===== src/design/rfx_params.svh =====
// constants for the return-flow instruction executor
`ifndef RFX_PARAMS_SVH
`define RFX_PARAMS_SVH
`define OP_IRQ_RETURN     14'h0009
`define OP_SUB_RETURN     14'h0008
`define OP_IDLE_MASK      14'h3F9F
`define OP_IDLE_VALUE     14'h0000
`define OP_LIT_MASK       14'h3C00
`define OP_LIT_VALUE      14'h3400
`define PC_RESET          13'h0000
`define ACC_RESET         8'h00
`define IRQ_ENABLE_RESET  1'h0
`endif


===== src/design/rfx_pkg.sv =====
// types for the return-flow instruction executor
package rfx_pkg;
    typedef enum logic [2:0] {
        OPK_NONE,
        OPK_IDLE,
        OPK_IRQ_RET,
        OPK_LIT_RET,
        OPK_SUB_RET
    } op_kind_t;
endpackage : rfx_pkg


===== src/design/rfx_decode.sv =====
// opcode classifier for the return-flow instructions
`timescale 1ns/1ns
`include "rfx_params.svh"
module rfx_decode (
    input  wire logic [13:0]       opcode,
    output rfx_pkg::op_kind_t      kind
);
    import rfx_pkg::*;
    // classify; don't-care bits are masked off
    always_comb begin
        if (opcode == `OP_IRQ_RETURN) begin
            kind = OPK_IRQ_RET;
        end else if (opcode == `OP_SUB_RETURN) begin
            kind = OPK_SUB_RET;
        end else if ((opcode & `OP_LIT_MASK) == `OP_LIT_VALUE) begin
            kind = OPK_LIT_RET;
        end else if ((opcode & `OP_IDLE_MASK) == `OP_IDLE_VALUE) begin
            kind = OPK_IDLE;
        end else begin
            kind = OPK_NONE;
        end
    end
endmodule : rfx_decode


===== src/design/return_flow_instr_exec.sv =====
// execution of the return, interrupt-return, literal-return and idle instructions
`timescale 1ns/1ns
`include "rfx_params.svh"
module return_flow_instr_exec (
    input  wire logic        clk_sys,
    input  wire logic        rst,
    input  wire logic        instr_valid,
    input  wire logic [13:0] instr_word,
    input  wire logic [12:0] stack_top_entry,
    input  wire logic        irq_enable_clear,
    output logic             instr_ready,
    output logic             stack_pop,
    output logic [12:0]      pc,
    output logic             pc_load,
    output logic [7:0]       acc,
    output logic             global_irq_enable,
    output logic             instr_done,
    output logic             instr_unknown
);
    import rfx_pkg::*;

    // ----------------------------------------
    // local types
    // ----------------------------------------
    // a two-cycle instruction spends its second (flush) cycle in ST_SECOND
    typedef enum {ST_IDLE, ST_SECOND} state_t;

    // ----------------------------------------
    // registers and next values
    // ----------------------------------------
    // sequencing group
    state_t      state;
    state_t      next_state;
    logic        next_ready;
    logic        next_done;
    logic        next_unknown;
    // program counter group
    logic [12:0] next_pc;
    logic        next_pc_load;
    logic        next_pop;
    // accumulator group
    logic [7:0]  next_acc;
    // interrupt enable group
    logic        next_irq_enable;

    // ----------------------------------------
    // decode
    // ----------------------------------------
    op_kind_t kind;

    // classify the offered word; the result is only used while it is taken
    rfx_decode u_decode (
        .opcode (instr_word),
        .kind   (kind)
    );

    // ----------------------------------------
    // acceptance
    // ----------------------------------------
    logic take;
    logic take_idle;
    logic take_irq_ret;
    logic take_lit_ret;
    logic take_sub_ret;
    logic take_unknown;
    logic take_return;

    // a word is taken only in ST_IDLE with ready high; during the flush
    // cycle ready is low and whatever is offered is refused
    always_comb begin
        take         = instr_valid && instr_ready && (state == ST_IDLE);
        take_idle    = take && (kind == OPK_IDLE);
        take_irq_ret = take && (kind == OPK_IRQ_RET);
        take_lit_ret = take && (kind == OPK_LIT_RET);
        take_sub_ret = take && (kind == OPK_SUB_RET);
        take_unknown = take && (kind == OPK_NONE);
        take_return  = take_irq_ret || take_lit_ret || take_sub_ret;
    end

    // ----------------------------------------
    // timing of one return, edge by edge
    // ----------------------------------------
    // edge 0: word taken, ST_IDLE to ST_SECOND
    // after edge 0: pc, acc or enable updated, pc_load and stack_pop high,
    //               ready low
    // after edge 1: instr_done high, ready high again, pulses low
    // edge 2: the next word may be taken

    // ----------------------------------------
    // sequencing
    // ----------------------------------------
    // all three returns take two cycles: the pop and load land after the
    // taking edge, completion is reported one edge later; idle completes
    // after the taking edge and never drops ready
    always_comb begin
        next_state   = state;
        next_ready   = 1'h1;
        next_done    = 1'h0;
        next_unknown = 1'h0;
        case (state)
            ST_IDLE: begin
                if (take_return) begin
                    next_ready = 1'h0;
                    next_state = ST_SECOND;
                end else if (take_idle) begin
                    next_done = 1'h1;
                end else if (take_unknown) begin
                    next_unknown = 1'h1; // foreign opcode: flag only
                end
            end
            ST_SECOND: begin
                next_done  = 1'h1;
                next_state = ST_IDLE;
            end
            default: begin
                next_state = ST_IDLE;
            end
        endcase
    end

    // register the sequencing group
    always_ff @(posedge clk_sys) begin
        if (rst) begin
            state         <= ST_IDLE;
            instr_ready   <= 1'h1;
            instr_done    <= 1'h0;
            instr_unknown <= 1'h0;
        end else begin
            state         <= next_state;
            instr_ready   <= next_ready;
            instr_done    <= next_done;
            instr_unknown <= next_unknown;
        end
    end

    // ----------------------------------------
    // program counter and stack pop
    // ----------------------------------------
    // every return loads the stack top and pops it in the same cycle; the
    // stack side must present the entry before the taking edge, since no
    // wait is inserted for it
    always_comb begin
        next_pc      = pc;
        next_pc_load = 1'h0;
        next_pop     = 1'h0;
        if (take_return) begin
            next_pc      = stack_top_entry;
            next_pc_load = 1'h1;
            next_pop     = 1'h1;
        end
    end

    // register the program counter group
    always_ff @(posedge clk_sys) begin
        if (rst) begin
            pc        <= `PC_RESET;
            pc_load   <= 1'h0;
            stack_pop <= 1'h0;
        end else begin
            pc        <= next_pc;
            pc_load   <= next_pc_load;
            stack_pop <= next_pop;
        end
    end

    // ----------------------------------------
    // accumulator
    // ----------------------------------------
    // only the literal return writes it; the low byte of the word is the
    // literal, bits 13:10 are opcode and bits 9:8 are ignored
    always_comb begin
        next_acc = acc;
        if (take_lit_ret) begin
            next_acc = instr_word[7:0];
        end
    end

    // register the accumulator
    always_ff @(posedge clk_sys) begin
        if (rst) begin
            acc <= `ACC_RESET;
        end else begin
            acc <= next_acc;
        end
    end

    // ----------------------------------------
    // global interrupt enable
    // ----------------------------------------
    // the clear request comes from the interrupt-entry logic elsewhere in
    // the core; when it meets an interrupt return in the same cycle the
    // set wins, so a clear in its taking cycle never leaves an interrupt return masked
    always_comb begin
        next_irq_enable = global_irq_enable;
        if (irq_enable_clear) begin
            next_irq_enable = 1'h0;
        end
        if (take_irq_ret) begin
            next_irq_enable = 1'h1;
        end
    end

    // register the interrupt enable
    always_ff @(posedge clk_sys) begin
        if (rst) begin
            global_irq_enable <= `IRQ_ENABLE_RESET;
        end else begin
            global_irq_enable <= next_irq_enable;
        end
    end

    // ----------------------------------------
    // status flags
    // ----------------------------------------
    // this block owns no status flags: neither the returns nor the idle
    // instruction touch them, so no status flag output exists here
endmodule : return_flow_instr_exec


===== config.mk =====
export PLATFORM = sky130hd
export DESIGN_NAME = return_flow_instr_exec
export DESIGN_NICKNAME = d
export VERILOG_FILES = /design/src/design/rfx_pkg.sv /design/src/design/rfx_decode.sv /design/src/design/return_flow_instr_exec.sv
export VERILOG_INCLUDE_DIRS = /design/src /design/src/design
export SDC_FILE = /design/constraint.sdc
export NUM_CORES = 1
export LEC_CHECK = 0
export ABC_CLOCK_PERIOD_IN_PS = 3000
export CAP_MARGIN = 10
export CORE_MARGIN = 10
export CORE_UTILIZATION = 50
export CTS_CLUSTER_DIAMETER = 200
export DETAILED_ROUTE_END_ITERATION = 8
export DONT_BUFFER_PORTS = 1
export SLEW_MARGIN = 0
export SYNTH_ARGS = -nofsm -noshare
export SYNTH_HDL_FRONTEND = slang
export SYNTH_HIERARCHICAL = 1
export SYNTH_SLANG_ARGS = --single-unit

===== constraint.sdc =====
create_clock -name clk_sys -period 3 [get_ports clk_sys]
set_input_delay 0.45 -clock clk_sys [delete_from_list [all_inputs] [get_ports clk_sys]]
set_output_delay 0.45 -clock clk_sys [all_outputs]
set_load 0.05 [all_outputs]

# == After elaboration in Yosys (flattened, before gate mapping) ==
# Index checks and enable logic that the tools add are counted.
# op_classes
bitwise,1
mux,12
n_eq_ne,7
reduce_logical,16
# ops
op,count
32-bit logical NOT,2
"14-bit by 4-bit == test with 1-bit output, second input constant",2
14-bit logical NOT,1
3-bit 2-to-1 mux,3
1-bit 2-to-1 mux,8
1-bit logical AND,7
"3-bit by 2-bit == test with 1-bit output, second input constant",2
"4-bit == test, second input constant",1
4-bit OR reduction,1
"3-bit by 1-bit == test with 1-bit output, second input constant",1
"3-bit == test, second input constant",1
3-bit logical NOT,1
1-bit logical OR,2
1-bit one-hot mux with 2 select lines,1
2-bit nonzero test,1
2-bit OR reduction,1
1-bit NOT,1
# totals
register_bits,27
inputBits,31
elab_cells,44
out_inout_bits,27

# == Depth between registers and ports, before layout ==
# logic_depth
depth_word,11
depth_mapped,7
depth_no_buf,6

# == Modules after synthesis ==
# Netlist, hierarchy kept.
# by_module_without_submodules
mod,cells_per_inst,seq_area_each_um2,area_per_inst_um2,n_inst
return_flow_instr_exec,116,540.5,1136.1,1
rfx_decode,11,0.0,85.1,1

# == Worst setup path before layout ==
# No wires, ideal clock.
# synth_path
path_kind,input-to-reg
from,in instr_word[2]
to,reg pc[0]
cell_stages,6
arrival_time_ns,2.251
setup_ns,0.072
required_ns,2.928
n_path_buf,1
slack_ns,0.677
path_cell_list,or4b_4 nor3_1 or3b_4 a21oi_4 buf_12 mux2i_1
# synth_via
word_cells_on_any_way,15
# synth_rtl
item,line_no,rtl
"start, declared",return_flow_instr_exec.sv:8,"input wire logic [13:0] instr_word,"
14-bit by 4-bit == test with 1-bit output (no source line),n/a,
3-bit 2-to-1 mux,rfx_decode.sv:13,end else if (opcode == `OP_SUB_RETURN) begin
3-bit 2-to-1 mux (*),rfx_decode.sv:11,if (opcode == `OP_IRQ_RETURN) begin
named net kind[2],return_flow_instr_exec.sv:49,op_kind_t kind;
"3-bit by 2-bit == test with 1-bit output, on equally long branches","return_flow_instr_exec.sv:73, return_flow_instr_exec.sv:74",
"1-bit logical AND, on equally long branches","return_flow_instr_exec.sv:73, return_flow_instr_exec.sv:74",
1-bit logical OR,return_flow_instr_exec.sv:77,take_return = take_irq_ret || take_lit_ret || take_sub_ret;
1-bit logical OR (*),return_flow_instr_exec.sv:77,
"end signal, assigned",return_flow_instr_exec.sv:156,pc <= `PC_RESET;
"end signal, assigned",return_flow_instr_exec.sv:160,pc <= next_pc;
"end, declared",return_flow_instr_exec.sv:13,"output logic [12:0] pc,"
# Mark *: on every way through the listed nets, which the timed path passes. The rest lies on a longest branch.
# A chain may end at the register's enable or synchronous reset.

# == Worst setup path in the final report ==
# layout_path
from,in instr_word[2]
to,reg pc[6]
# The elaborated chain is that of the path after synthesis.

==> flow_summary.toml <==
[outcome]
status = "finished clean"

[critical_path]
critPathSlowestCell = "or4b_4"
criticalPathCategory = "primary input to register"
timing.rr.start = "instr_ready"
rr_worst_depth = 4
cp-start-kind = "primary input"
end_kind = "register"
worst_ep_required_time_ps = 3250
cp_top_family = "simple AND/OR/NAND/NOR gates"
arrival_ps = 2430
ff2ff_setup_slack_ps = 990
crit_path_max_fanout = 16
slowest_delay_ps = 530
crit_chain = "or4b_4 -> nor3_1 -> or3b_4 -> a21oi_4 -> buf_4 -> mux2i_1"
crit_buf_inv = 1
reg2reg_to = "pc[6]"

[placement]
place_congestion = 0.799
dp_hpwl_mm = 2.04
place_ws_ps = 500
dpl_cell_area_um2 = 1210
place_inst = 147
io_buffers = 0

[cells_and_area]
n_antenna_cell = 0
nets = 155
fillers = 210
ff_latch_area_um2 = 541
layout.cells.non_filler = 151
layout-drive-gt1-share = 0.0732
multi_input_area_um2 = 622
fin_area_um2 = 1230
syn2layout_area_growth_pct = 1.13

[logic_synthesis]
synth.area.top_cells = "dfxtp_1, nand2b_1, mux2i_1"
syn_nets = 158
synth_common_cells = "nand2b_1, dfxtp_1, mux2i_1"
synthArstFlopShare = 0
ys_warn_count = 6
synth_cell_types = 27
yosysMostFrequentCell = "nand2b_1"
syn_inst = 127
mappedNetlistArea_um2 = 1220
synth.largest_area_cell = "dfxtp_1"
ys.flop_type = "dfxtp_1"
ys_seq_area_frac = 0.443
synth_top_area_frac = 0.443
ys_seq_elements = 27
avgSynthCellArea_um2 = 9.62
synth-edff-count = 0

[clock_tree]
cts_hold_buf = 0
clkTransAtPathRegs_ps = 140
clock-sinks = 27
post_cts.repair.setup_buffers = 0
cts_resized = 0
cts.path.max_buffers = 2
clk_latency_ps = 310
numCtsBuffers = 3
cts_max_level = 1
root_buffer = "clkbuf_4"
cts_tree = "done"

[floorplan]
dieWidth_um = 69.4
start_util = 0.537
die-height_um = 69.4
dieArea_um2 = 4820
fp-row-count = 17
core_um2 = 2280
io_pins = 58

[pwr]
ir_drop_v = 0.000318
p_int_uw = 430
power_frac_clock = 0.273
leakage_nw = 0.387
switchingPower_uw = 131
pwr-share-comb = 0.050
p_per_area_nw_per_um2 = 454
swShare = 0.233
pwr-share-seq = 0.677

[sta]
fin_tns_setup_ps = 0
slew_headroom = 0.357
rsz0062_at_grt = "false"
fin_crit_sh = 0.726
fin_crit_ps = 2180
finalMaxSlewViolations = 0
worstMarginPinSlew_ps = 963
setup_viol = 0
hold_slack_ps = 186
finClkSkew_ps = 1.14
finalWorstSetupSlack_ps = 823
hold_viol = 0
timing.fmax_mhz = 459

[drt]
wl_per_cell_um = 18.2
via_count = 839
drcViolationCount = 0
drt_first_pass_iters = 4
drt_iter0_markers = 53
postRouteAntennaNets = 0
viasPerCell = 5.56
wl_mm = 2.75

[global_routing]
grt_max_degree = 41
grt_pass1_vias = 867
grtUsageTotal = 0.107
antenna_found_initial = 0
grt_pass1_wl_mm = 4.37
grt-ovfl-total = 0

[worst_hold_path]
hp-start = "rst"
min_to = "acc[3]"
min_path_cells = 1
holdCritPathClass = "primary input to register"

[run]
max_cap_viol_count = 0
==> registers in the layout (all words and copies together), names as in the netlist <==
name               flops
acc                    8
pc_load                1
instr_ready            1
global_irq_enable      1
pc                    13
state                  1
instr_unknown          1
instr_done             1
==> metal layers <==
layer / GRT usage / vias to the layer above / routed length, um
li1: - / 430 / -
met1: 0.117 / 380 / 1120
met2: 0.169 / 27 / 1290
met3: 0.0628 / 2 / 328
met4: 0.0310 / 0 / 13
met5: 0 / - / 0
==> through the flow <==
| stage | utilization | total power [mW] |
|---|---|---|
| global placement | 0.531 | 0.415 |
| finish | 0.543 | 0.560 |
| detailed placement | 0.531 | 0.415 |
| CTS | 0.543 | 0.571 |
| global route | 0.543 | 0.587 |
| floorplan | - | 0.417 |
==> cells by family (layout without fill, tap and decap cells) <==
group	Yosys count	count (layout)	share of synthesized area
multiplexers	13	13	0.107
flip-flops	27	27	0.443
buffers and inverters	10	6	0.0482
AO/OA/AOI/OAI	21	21	0.118
AND/OR/NAND/NOR	56	56	0.285
==> power by group through the flow <==
stage          Clock, mW  Sequential [mW]  Combinational [mW]
6_report           0.153            0.379              0.0280
3_5_place_dp           0            0.387              0.0281
5_1_grt            0.176            0.380              0.0312
4_1_cts            0.164            0.380              0.0282
3_3_place_gp           0            0.387              0.0273
2_1_floorplan          0            0.386              0.0315
==> layout make-up <==
type | count | share of cell area
inverters | 1 | 0.00304
repair buffers | 1 | 0.00608
clock buffers | 4 | 0.0213
multi-input cells | 90 | 0.504
well taps | 28 | 0.0284
flip-flops and latches | 27 | 0.438
==> how the worst max path moves through the flow <==
stage | from | endpoint | cells after the start
5_1_grt | instr_word[2] | pc[6] | 6
2_1_floorplan | instr_word[2] | pc[0] | 6
3_3_place_gp | instr_word[2] | pc[5] | 6
4_1_cts | instr_word[2] | pc[6] | 6
3_5_place_dp | instr_word[2] | pc[6] | 6
6_report | instr_word[2] | pc[6] | 6
==> cells in the final DEF (no fill, tap or decap) <==
| cell | instances |
|---|---|
| a21oi_1 | 8 |
| a21oi_4 | 1 |
| a41oi_1 | 1 |
| and3b_1 | 2 |
| buf_4 | 1 |
| clkbuf_1 | 1 |
| clkbuf_4 | 3 |
| dfxtp_1 | 27 |
| inv_1 | 1 |
| mux2i_1 | 13 |
| nand2_1 | 2 |
| nand2b_1 | 29 |
| nand3_1 | 8 |
| nand3b_1 | 2 |
| nand4b_1 | 1 |
| nor2_1 | 4 |
| nor2b_1 | 2 |
| nor3_1 | 2 |
| nor4_1 | 1 |
| nor4b_1 | 1 |
| o21ai_0 | 8 |
| o31ai_2 | 1 |
| o32a_1 | 1 |
| o41ai_2 | 1 |
| or3b_4 | 1 |
| or4b_4 | 1 |
(Power assumes the default switching activity.)
